### config.mk
export PLATFORM = sky130hd
export DESIGN_NAME = sac_top
export DESIGN_NICKNAME = d
export VERILOG_FILES = /design/src/hw/sac_pkg.sv /design/src/hw/sac_seq.sv /design/src/hw/sac_top.sv
export VERILOG_INCLUDE_DIRS = /design/src /design/src/hw
export SDC_FILE = /design/constraint.sdc
export NUM_CORES = 1
export LEC_CHECK = 0
export BUFFER_PORTS_ARGS = -buffer_cell sky130_fd_sc_hd__buf_2
export CAP_MARGIN = 20
export CORE_MARGIN = 3
export CORE_UTILIZATION = 40
export CTS_BUF_LIST = sky130_fd_sc_hd__clkbuf_8 sky130_fd_sc_hd__clkbuf_16
export CTS_CLUSTER_SIZE = 14
export DETAILED_ROUTE_END_ITERATION = 12
export SLEW_MARGIN = 20
export SYNTH_ARGS = -nofsm -noshare
export SYNTH_HDL_FRONTEND = slang
export SYNTH_SLANG_ARGS = --single-unit
### constraint.sdc
create_clock -name clk -period 2.7 [get_ports clk]
set_input_delay 0.405 -clock clk [delete_from_list [all_inputs] [get_ports clk]]
set_output_delay 0.405 -clock clk [all_outputs]
set_load 0.01 [all_outputs]
### src/hw/sac_params.svh
/*
 * Constants of the converter control block: field positions, reset values,
 * conversion and sampling counts, and the power settle time.
 * Assumes the including file runs on a 100 MHz clock that also serves as
 * the converter clock, so one converter clock period is one clk cycle.
 */
`ifndef SAC_PARAMS_SVH
`define SAC_PARAMS_SVH

// ==========================================================================
// Field positions
`define SAC_MODE_RUN_BIT      7
`define SAC_MODE_SPEED_HI     5
`define SAC_MODE_SPEED_LO     3
`define SAC_MODE_POWER_BIT    0
`define SAC_CHAN_HI           2
`define SAC_CMP_EN_BIT        7
`define SAC_CMP_COND_BIT      6
`define SAC_RES_BITS          10
`define SAC_RES_ZERO_BITS     6
`define SAC_REG_BITS          16

// ==========================================================================
// Reset values
`define SAC_REG_RESET         8'h00
`define SAC_RESULT_RESET      16'h0000

// ==========================================================================
// Conversion and sampling time per speed code, in converter clocks
`define SAC_CONV_SPEED0       9'd288
`define SAC_CONV_SPEED1       9'd240
`define SAC_CONV_SPEED2       9'd192
`define SAC_CONV_SPEED4       9'd144
`define SAC_CONV_SPEED5       9'd120
`define SAC_CONV_SPEED6       9'd96
`define SAC_SAMP_SPEED0       6'd40
`define SAC_SAMP_SPEED1       6'd32
`define SAC_SAMP_SPEED2       6'd24
`define SAC_SAMP_SPEED4       6'd20
`define SAC_SAMP_SPEED5       6'd16
`define SAC_SAMP_SPEED6       6'd12

// ==========================================================================
// Power settle time
`define SAC_CLK_PERIOD_NS     10
`define SAC_SETTLE_NS         14000
`define SAC_SETTLE_CYCLES     ((`SAC_SETTLE_NS + `SAC_CLK_PERIOD_NS - 1) / `SAC_CLK_PERIOD_NS)
`define SAC_SETTLE_W          11

`endif

### src/hw/sac_pkg.sv
/*
 * Types shared by the converter control block and its sequencer.
 * Assumes sac_params.svh is available on the include path.
 */
package sac_pkg;

    // ======================================================================
    // Sequencer states
    typedef enum logic [1:0] {
        SAC_IDLE,
        SAC_SAMPLE,
        SAC_CONVERT,
        SAC_FINISH
    } sac_state_e;

    // ======================================================================
    // Register write port: one strobe per register, shared data byte
    typedef struct packed {
        logic       mode_wr;
        logic       chan_wr;
        logic       cmp_wr;
        logic       thr_wr;
        logic [7:0] data;
    } sac_wr_s;

    // ======================================================================
    // Conversion timing handed to the sequencer
    typedef struct packed {
        logic [8:0] conv;
        logic [5:0] samp;
    } sac_timing_s;

endpackage : sac_pkg

### src/hw/sac_seq.sv
/*
 * Successive-approximation sequencer: sampling phase, ten bit trials and a
 * wait to the end of the programmed conversion time, then a done pulse.
 * Assumes an external comparator answers the tap within one clk cycle.
 */
`timescale 1ns/1ps
`default_nettype none
`include "sac_params.svh"

module sac_seq (
    input  wire logic                 clk,
    input  wire logic                 rstn,
    input  wire logic                 run,
    input  wire logic                 restart,
    input  wire sac_pkg::sac_timing_s timing,
    input  wire logic                 cmp_in,
    output logic [9:0]                sar_tap,
    output logic                      sample_hold,
    output logic                      done,
    output logic [9:0]                result,
    output logic                      busy
);

    sac_pkg::sac_state_e state;
    sac_pkg::sac_state_e next_state;
    logic [8:0]          cnt;
    logic [9:0]          sar;
    logic [3:0]          bit_idx;
    wire                 last_cycle = (cnt == timing.conv - 9'd1);
    wire                 samp_end   = (cnt == {3'h0, timing.samp} - 9'd1);
    wire                 trial_end  = (bit_idx == 4'h0);

    always_comb begin
        next_state = state;
        case (state)
            sac_pkg::SAC_IDLE:    next_state = sac_pkg::SAC_SAMPLE;
            sac_pkg::SAC_SAMPLE:  if (samp_end) next_state = sac_pkg::SAC_CONVERT;
            sac_pkg::SAC_CONVERT: if (trial_end) next_state = sac_pkg::SAC_FINISH;
            sac_pkg::SAC_FINISH:  if (last_cycle) next_state = sac_pkg::SAC_SAMPLE;
            default:              next_state = sac_pkg::SAC_IDLE;
        endcase
    end

    // A cleared run bit or a restart request throws the conversion away.
    always_ff @(posedge clk or negedge rstn) begin
        if (!rstn) begin
            state       <= sac_pkg::SAC_IDLE;
            cnt         <= 9'h000;
            sar         <= 10'h000;
            bit_idx     <= 4'h0;
            sar_tap     <= 10'h000;
            sample_hold <= 1'b0;
            done        <= 1'b0;
            result      <= 10'h000;
        end else if (!run) begin
            state       <= sac_pkg::SAC_IDLE;
            cnt         <= 9'h000;
            sample_hold <= 1'b0;
            done        <= 1'b0;
        end else if (restart || state == sac_pkg::SAC_IDLE) begin
            state       <= sac_pkg::SAC_SAMPLE;
            cnt         <= 9'h000;
            sample_hold <= 1'b1;
            done        <= 1'b0;
        end else begin
            state       <= next_state;
            cnt         <= last_cycle ? 9'h000 : cnt + 9'd1;
            done        <= (state == sac_pkg::SAC_FINISH) && last_cycle;
            sample_hold <= (next_state == sac_pkg::SAC_SAMPLE);
            if (state == sac_pkg::SAC_SAMPLE && samp_end) begin
                sar     <= 10'h200;
                sar_tap <= 10'h200;
                bit_idx <= 4'd9;
            end else if (state == sac_pkg::SAC_CONVERT) begin
                // Keep the trial bit when the input is at or above the tap.
                sar[bit_idx] <= cmp_in;
                if (!trial_end) begin
                    sar[bit_idx - 4'd1]     <= 1'b1;
                    sar_tap                 <= sar;
                    sar_tap[bit_idx]        <= cmp_in;
                    sar_tap[bit_idx - 4'd1] <= 1'b1;
                    bit_idx                 <= bit_idx - 4'd1;
                end else begin
                    result     <= sar;
                    result[0]  <= cmp_in;
                end
            end
        end
    end

    assign busy = (state != sac_pkg::SAC_IDLE);

endmodule : sac_seq

`default_nettype wire

### src/hw/sac_top.sv
/*
 * Control of an eight-input 10-bit successive-approximation converter with
 * a threshold compare mode that gates the conversion-end pulse.
 * Assumes software writes registers through one-cycle strobes on the write
 * port and signals a result read with a one-cycle strobe; the analog mux,
 * tap ladder and comparator sit outside.
 */
// Operation
// (RULE1) Result stored as conversion value times 64.
// (RULE2) One of eight inputs, channel bits 2..0.
// (RULE3) Compare-mode bit 7 selects plain or compare.
// (RULE4) Setting run bit starts conversion.
// (RULE5) Plain mode: store every result, pulse end.
// (RULE6) Next conversion starts immediately while running.
// (RULE7) Register write aborts, restarts if still running.
// (RULE8) Clearing run bit stops conversion at once.
// (RULE9) Condition 0: pulse when upper byte >= threshold.
// (RULE10) Condition 1: pulse when below; always store.
// (RULE11) Unread result is overwritten by newer one.
// (RULE12) Software waits 14 us after power enable.
// (RULE13) Speed field bits 5..3 sets conversion time.
// (RULE14) Skipping power step: discard first result.
// (RULE15) Compare use needs power and 14 us.
// (RULE16) Channel change gives full conversion time.
// (RULE17) Result is 10 bits, 1024 codes.
// (RULE18) Low six result bits read zero.
// (RULE19) Mode/channel write beats end: nothing stored.
// (RULE20) Read beats end: store one cycle later.
// (RULE21) Threshold compare is unsigned.
`timescale 1ns/1ps
`default_nettype none
`include "sac_params.svh"

module sac_top (
    input  wire logic             clk,
    input  wire logic             rstn,
    input  wire sac_pkg::sac_wr_s wr,
    input  wire logic             result_rd,
    input  wire logic             cmp_in,
    output logic [7:0]            conv_mode_reg,
    output logic [7:0]            channel_select_reg,
    output logic [7:0]            compare_mode_reg,
    output logic [7:0]            compare_threshold_reg,
    output logic [15:0]           conv_result_reg,
    output logic                  conv_end_irq,
    output logic [2:0]            analog_inputs,
    output logic [9:0]            sar_tap,
    output logic                  sample_hold,
    output logic                  conv_power_enable,
    output logic                  power_settled
);

    // ======================================================================
    // Speed decode
    function automatic sac_pkg::sac_timing_s speed_timing(input logic [2:0] code);
        sac_pkg::sac_timing_s t;
        t.conv = `SAC_CONV_SPEED0;
        t.samp = `SAC_SAMP_SPEED0;
        case (code)
            3'h1: begin
                t.conv = `SAC_CONV_SPEED1;
                t.samp = `SAC_SAMP_SPEED1;
            end
            3'h2: begin
                t.conv = `SAC_CONV_SPEED2;
                t.samp = `SAC_SAMP_SPEED2;
            end
            3'h4: begin
                t.conv = `SAC_CONV_SPEED4;
                t.samp = `SAC_SAMP_SPEED4;
            end
            3'h5: begin
                t.conv = `SAC_CONV_SPEED5;
                t.samp = `SAC_SAMP_SPEED5;
            end
            3'h6: begin
                t.conv = `SAC_CONV_SPEED6;
                t.samp = `SAC_SAMP_SPEED6;
            end
            default: begin
                t.conv = `SAC_CONV_SPEED0;
                t.samp = `SAC_SAMP_SPEED0;
            end
        endcase
        return t;
    endfunction : speed_timing

    // ======================================================================
    // Register writes
    wire any_wr      = wr.mode_wr | wr.chan_wr | wr.cmp_wr | wr.thr_wr;
    wire ctl_wr      = wr.mode_wr | wr.chan_wr;
    wire conv_run    = conv_mode_reg[`SAC_MODE_RUN_BIT];
    wire compare_enable    = compare_mode_reg[`SAC_CMP_EN_BIT];
    wire compare_condition = compare_mode_reg[`SAC_CMP_COND_BIT];
    // Reserved mode bits are dropped here so they always read as zero.
    wire [7:0] mode_wval = {wr.data[`SAC_MODE_RUN_BIT], 1'b0,
                            wr.data[`SAC_MODE_SPEED_HI:`SAC_MODE_SPEED_LO],
                            2'b00, wr.data[`SAC_MODE_POWER_BIT]};

    // The restart pulse trails the write by one cycle, which is also the cycle
    // in which the new register values reach the sequencer.
    logic restart;

    always_ff @(posedge clk or negedge rstn) begin
        if (!rstn) begin
            conv_mode_reg         <= `SAC_REG_RESET;
            channel_select_reg    <= `SAC_REG_RESET;
            compare_mode_reg      <= `SAC_REG_RESET;
            compare_threshold_reg <= `SAC_REG_RESET;
            restart               <= 1'b0;
        end else begin
            // (RULE4) Run bit write.
            if (wr.mode_wr)
                conv_mode_reg <= mode_wval;
            // (RULE2) Channel bits kept.
            if (wr.chan_wr)
                channel_select_reg <= {5'h00, wr.data[`SAC_CHAN_HI:0]};
            // (RULE3) Mode bits kept.
            if (wr.cmp_wr)
                compare_mode_reg <= {wr.data[`SAC_CMP_EN_BIT:`SAC_CMP_COND_BIT], 6'h00};
            if (wr.thr_wr)
                compare_threshold_reg <= wr.data;
            // (RULE7) Abort on write.
            restart <= any_wr;
        end
    end

    // Mux select and power enable are registered copies for the analog side.
    always_ff @(posedge clk or negedge rstn) begin
        if (!rstn) begin
            analog_inputs     <= 3'h0;
            conv_power_enable <= 1'b0;
        end else begin
            analog_inputs     <= channel_select_reg[`SAC_CHAN_HI:0];
            conv_power_enable <= conv_mode_reg[`SAC_MODE_POWER_BIT];
        end
    end

    // ======================================================================
    // Sequencer
    sac_pkg::sac_timing_s timing;
    logic                 done;
    logic [9:0]           seq_result;

    // (RULE13) Speed sets time.
    assign timing = speed_timing(conv_mode_reg[`SAC_MODE_SPEED_HI:`SAC_MODE_SPEED_LO]);

    // (RULE6) Continuous run; (RULE8) stop; (RULE16) full time after restart.
    sac_seq u_seq (
        .clk         (clk),
        .rstn        (rstn),
        .run         (conv_run),
        .restart     (restart),
        .timing      (timing),
        .cmp_in      (cmp_in),
        .sar_tap     (sar_tap),
        .sample_hold (sample_hold),
        .done        (done),
        .result      (seq_result),
        .busy        ()
    );

    // ======================================================================
    // Result store and end pulse
    // A result that meets a read is parked for a cycle so the read sees the old value.
    logic       pend;
    logic [9:0] pend_val;

    // (RULE19) Control write wins.
    wire        end_ok    = done & ~ctl_wr;
    // (RULE20) Read delays store.
    wire        store_now = (end_ok & ~result_rd) | (pend & ~result_rd);
    wire [9:0]  store_val = pend ? pend_val : seq_result;
    // (RULE21) Unsigned upper byte compare.
    wire        at_or_above = (store_val[9:2] >= compare_threshold_reg);
    // (RULE5) Plain mode pulses; (RULE9) (RULE10) compare gating.
    wire        irq_ok = ~compare_enable | (compare_condition ? ~at_or_above : at_or_above);

    always_ff @(posedge clk or negedge rstn) begin
        if (!rstn) begin
            pend            <= 1'b0;
            pend_val        <= 10'h000;
            conv_result_reg <= `SAC_RESULT_RESET;
            conv_end_irq    <= 1'b0;
        end else begin
            if (end_ok && result_rd) begin
                pend     <= 1'b1;
                pend_val <= seq_result;
            end else if (store_now) begin
                pend     <= 1'b0;
            end
            // (RULE1) (RULE17) (RULE18) Times 64; (RULE11) overwrite.
            if (store_now)
                conv_result_reg <= {store_val, {`SAC_RES_ZERO_BITS{1'b0}}};
            conv_end_irq <= store_now & irq_ok;
        end
    end

    // ======================================================================
    // Power settle status
    logic [`SAC_SETTLE_W-1:0] settle_cnt;

    // Status only: nothing stops software from setting run before this flag.
    // (RULE12) (RULE15) Settle time flag.
    always_ff @(posedge clk or negedge rstn) begin
        if (!rstn) begin
            settle_cnt    <= '0;
            power_settled <= 1'b0;
        end else if (!conv_mode_reg[`SAC_MODE_POWER_BIT]) begin
            settle_cnt    <= '0;
            power_settled <= 1'b0;
        end else if (settle_cnt != `SAC_SETTLE_W'(`SAC_SETTLE_CYCLES)) begin
            settle_cnt    <= settle_cnt + `SAC_SETTLE_W'(1);
        end else begin
            power_settled <= 1'b1;
        end
    end

endmodule : sac_top

`default_nettype wire

# After elaboration in Yosys (flattened, before gate mapping)
# Index checks and enable logic that the tools add are counted.
word_totals:
  regBits: 104
  in_bits: 16
  output_inout_bits: 65
op_classes:
  addsub: 5
  order_cmp: 5
  eq_ne: 15
  mux: 36
  bitwise_logic: 16
  reduce_logical: 13
op_table:
  columns: ["op", "n"]
  rows:
  - ["15-bit case mux with 5 select lines", 1]
  - ["10-bit two-way mux", 7]
  - ["9-bit two-way mux", 3]
  - ["11-bit two-way mux", 2]
  - ["9-bit equality test", 2]
  - ["4-bit two-way mux", 3]
  - ["11-bit by 1-bit adder with 11-bit output (second input constant)", 1]
  - ["1-bit two-way mux", 11]
  - ["11-bit != test (second input constant)", 1]
  - ["10-bit bitwise mux", 1]
  - ["4-bit by 5-bit less-than comparator with 1-bit output (second input constant)", 2]
  - ["2-bit two-way mux", 5]
  - ["10-bit bitwise OR", 1]
  - ["9-bit by 1-bit adder with 9-bit output (second input constant)", 1]
  - ["3-bit equality test (second input constant)", 3]
  - ["9-bit by 1-bit subtractor with 9-bit output (second input constant)", 1]
  - ["1-bit demux with 4-bit select", 2]
  - ["4-bit by 1-bit greater-or-equal comparator with 1-bit output (second input constant)", 2]
  - ["8-bit greater-or-equal comparator", 1]
  - ["2-bit case mux with 4 select lines", 1]
  - ["6-bit by 1-bit subtractor with 7-bit output (second input constant)", 1]
  - ["1-bit inverter", 6]
  - ["1-bit logical AND", 5]
  - ["1-bit bitwise OR", 5]
  - ["15 further kinds", 22]

# Longest topological paths before layout
depth:
  ltp_word: 9
  mapped_depth: 13

# Modules after synthesis
# Synthesis repeated with hierarchy kept, for this count alone.
unflattened:
  cells_unflattened: 545
  area_unflattened_um2: 5675.4
by_module_without_submodules:
  columns: ["module", "n_inst", "cells_each", "area_each_um2", "seq_area_each_um2"]
  rows:
  - ["sac_seq", 1, 302, 2854.0, 1176.1]
  - ["sac_top", 1, 243, 2821.5, 1426.4]

# Worst setup path before layout
# OpenSTA, ideal clock, no wires.
synth_timing:
  path_kind: "flip-flop to flip-flop"
  startpoint: "register conv_mode_reg[5]"
  endpoint: "register u_seq.cnt[3]"
  t_arrival_ns: 2.515
  slack_ns: 0.065
  stages_incl_launch_ff: 13
  n_path_buf: 3
  synth_period_minus_slack_ns: 2.635
  path_cell_list: "dfrtp_1 > buf_6 > buf_4 > nor2_1 > or2_2 > ha_1 > or4b_2 > a21oi_1 > a31oi_1 > a211o_1 > nand2b_1 > buf_2 > nor2_1"
synth_between:
  elab_chain_len: 7
  word_cells_on_any_way: 11
synth_lines:
  columns: ["element", "line_no", "rtl"]
  rows:
  - ["start: declaration", "sac_top.sv:40", "output logic [7:0] conv_mode_reg,"]
  - ["start signal: assignment", "sac_top.sv:106", "conv_mode_reg <= `SAC_REG_RESET;"]
  - ["start signal: assignment", "sac_top.sv:114", "conv_mode_reg <= mode_wval;"]
  - ["3-bit equality test, or another cell as far along", "sac_top.sv:59", "case (code)"]
  - ["15-bit case mux with 5 select lines (*)", "sac_top.sv:59", null]
  - ["9-bit by 1-bit subtractor with 9-bit output (*)", "sac_seq.sv:29", "wire last_cycle = (cnt == timing.conv - 9'd1);"]
  - ["9-bit equality test (*)", "sac_seq.sv:29", null]
  - ["9-bit two-way mux (*)", "sac_seq.sv:67", "cnt <= last_cycle ? 9'h000 : cnt + 9'd1;"]
  - ["9-bit two-way mux (*)", "sac_seq.sv:60", "end else if (restart || state == sac_pkg::SAC_IDLE) begin"]
  - ["9-bit two-way mux (*)", "sac_seq.sv:55", "end else if (!run) begin"]
  - ["end signal: assignment", "sac_seq.sv:67", null]
  - ["end: declaration", "sac_seq.sv:26", "logic [8:0] cnt;"]
# Mark *: on every way between the ends. The rest lies on a longest branch, timed or not.
# A chain may end at the register's enable or synchronous reset.

# Worst setup path in the final report
layout_timing:
  startpoint: "register conv_mode_reg[4]"
  endpoint: "register u_seq.cnt[6]"
# Same word-level chain as after synthesis.

==> impl_metrics.yaml <==
floorplanning:
  die_w_um: 123
  dieHeight_um: 123
  core_region_area_sq_um: 13300
  start_util_pct: 41.0
  die-area_sq_um: 15100
  ioPinCount: 81
  rows: 42
timing:
  setup_violations: 0
  hold_viol_final: 0
  fmax_mhz: 391
  layout_min_cycle_time_ns: 2.55
  maxSlewViolCount: 0
  post-route-period-util_pct: 94.6
  layout_setup_ws_ns: 0.145
  rsz0062_at_grt: "false"
  finClkSkew_ns: 0.00739
  slew_headroom_pct: 57.3
  worstMarginPinSlew_ns: 0.641
  tns_ns: 0
clocking:
  cts-htree-levels: 3
  clkSlewWorstSetupHoldPaths_ns: 0.07
  clkLatencyLatePin_ns: 0.35
  cts_buffer_depth: 2
  cts_sinks: 104
  numCtsBuffers: 9
  cts-root-buf: "clkbuf_16"
  ctsHoldBuffers: 0
  cts_tree: "yes"
synth:
  synthMuxAreaShare_pct: 11.4
  synth_async_sr_flop_share_pct: 100
  yosysTopAreaCellShare_pct: 47.8
  synth_top_family_by_area: "simple AND/OR/NAND/NOR gates"
  synth_fa_ha_area_share_pct: 4.13
  ys_seq_area_share_pct: 47.8
  synth_compound_area_share_pct: 12.1
  synth.area.top_cells: "dfrtp_1 48%, mux2_2 9.1%, ha_1 4.1%"
  synthCells: 516
  ys_warn_count: 0
  synthFlopType: "dfrtp_1"
  syn_avg_cell_area_sq_um: 10.6
  synth_area_sq_um: 5450
  synth-simple-area-share_pct: 14.6
  ys_seq_elements: 104
  synth_top_cell_by_area: "dfrtp_1"
  synthXorXnorAreaFrac_pct: 3.38
  synth_edf_count: 0
  ys_types: 64
min_path:
  min_path_type: "input pin to async pin"
finish:
  layout-drive-gt1-share_pct: 25.3
  final_cell_mix: "104 x dfrtp_1, 59 x buf_2, 44 x mux2_2"
  largest_register: "settle_cnt"
  syn_to_final_growth_pct: 13.2
  largest_reg_flops: 11
  num_antenna_cells: 0
  layout_commonest_cell: "dfrtp_1"
  final_cell_count_no_fill: 754
  fillCellCount: 1255
  nets: 607
critical_path:
  critPathMaxFanout: 8
  r2r_end: "u_seq.cnt[6]"
  crit_required_ns: 2.94
  end_kind: "register"
  ff2ff_path_depth: 8
  r2r_start: "conv_mode_reg[4]"
  crit_arrival_ns: 2.79
  path_cells: "or2_2 > ha_1 > or4b_2 > a21oi_1 > a31oi_1 > a211o_1 > nand2b_2 > nor2_1"
  ff2ff_setup_slack_ns: 0.15
  critPathSlowestCell: "or4b_2"
  critical_path_class: "register to register"
  cp-start-kind: "register"
  critical-path-max-stage-delay_ns: 0.61
global_routing:
  grt_first_pass_wirelength_mm: 19.2
  antenna_found_initial: 0
  grt-ovfl-total: 0
  use_met3_pct: 4.42
  grt_usage_pct: 16.0
  grt_pass1_vias: 3879
  grt-busiest-layer: "met2"
  use_met1_pct: 21.6
  grt_start_max_net_pins: 59
  use_met2_pct: 25.8
pwr:
  vdd.ir_drop.worst_mv: 0.333
  leakagePower_uw: 0.00296
  powerDensity_nw_per_um2: 529
placed_design:
  hpwlAfterDp_mm: 8.51
  io_buffers: 60
  placedCellCount: 738
  gp_congestion: 0.884
  place_ws_ns: 0.0240
detailed_routing:
  ant_nets: 0
  drt_wl_total_mm: 11.6
  drc: 0
  num_vias: 3919
  drtIter0Drc: 276
  wl_per_cell_um: 15.4
  dr.pass1.iters: 5
  viasPerCell: 5.20
flow_run:
  drv_cap: 0
status:
  status: "completed"
worst max-delay path, delay by kind of cell, from the launching register on:
family | cells | cell delay [ns]
DFF | 1 | 0.46
AOI/OAI and AO/OA | 3 | 0.57
adders and majority gates | 1 | 0.21
and+or+nand+nor | 4 | 1.20
cells in the mapped netlist, drive strengths merged, types with 5 or more instances:
| cell | instances |
|---|---|
| dfrtp | 104 |
| mux2i | 7 |
| nand2 | 38 |
| xor2 | 12 |
| ha | 18 |
| nand3 | 18 |
| mux2 | 47 |
| and2 | 9 |
| xnor2 | 9 |
| nand2b | 5 |
| buf | 31 |
| nand4 | 5 |
| a22o | 6 |
| nor3 | 8 |
| clkbuf | 15 |
| nor3b | 5 |
| a21oi | 22 |
| nor2 | 33 |
| o21ai | 32 |
| inv | 19 |
| nor2b | 8 |
| and3 | 8 |
worst max path at each step:
stage / start / end / slack (ns) / cells after the start
detailed placement: conv_mode_reg[4] / u_seq.cnt[6] / 0.02 / 8
CTS: conv_mode_reg[4] / u_seq.cnt[6] / 0.03 / 8
finish: conv_mode_reg[4] / u_seq.cnt[6] / 0.15 / 8
global route: conv_mode_reg[4] / u_seq.sample_hold / 0.04 / 8
global placement: conv_mode_reg[4] / u_seq.cnt[5] / 0.15 / 8
floorplan: conv_mode_reg[5] / u_seq.cnt[3] / 0.07 / 12
where the power goes:
group / total [uW] / switching [uW] / internal, uW
clock: 1330 / 605 / 721
sequential: 1640 / 42.7 / 1600
combinational: 297 / 175 / 122
per-stage QoR:
step | cell area, sq um | util [%] | hold WS, ns | power, uW
3_5_place_dp | 5870 | 44.1 | 0.388 | 1970
4_1_cts | 6160 | 46.4 | 0.0965 | 3300
2_1_floorplan | 5520 | - | 0.109 | 1870
5_1_grt | 6170 | 46.4 | 0.118 | 3410
6_report | 6170 | 46.4 | 0.0649 | 3270
3_3_place_gp | 5870 | 44.1 | 0.378 | 1960
metal layers:
layer  share of wire, %  vias up  wire [um]
li1                   -     1876          -
met1                 46     1952       5380
met2                 47       83       5520
met3                5.3        8        616
met4               0.93        0        108
met5                  0        -          0
final cells by class:
| class | instances | area, sq um | area share [%] |
|---|---|---|---|
| well taps | 176 | 220 | 3.57 |
| inverters | 19 | 71.3 | 1.16 |
| multi-input cells | 366 | 2560 | 41.6 |
| repair buffers | 73 | 413 | 6.70 |
| clock inverters | 7 | 71.3 | 1.16 |
| clock buffers | 9 | 225 | 3.65 |
| flip-flops and latches | 104 | 2600 | 42.2 |
kinds of logic (layout without fill, tap and decap cells):
kind of cell,count (synthesis),after routing
buffers and inverters,65,108
XOR/XNOR,21,21
AND/OR/NAND/NOR,155,155
other,1,20
multiplexers,55,55
AO/OA/AOI/OAI,97,97
adder cells (fa/ha/maj),18,18
flip-flops,104,104
what timing repair did:
item	4_1_cts	5_1_grt
buffers inserted	0	0
setup endpoints to repair	0	8
resized for setup	0	1
Power figures use the tool's default switching activity.
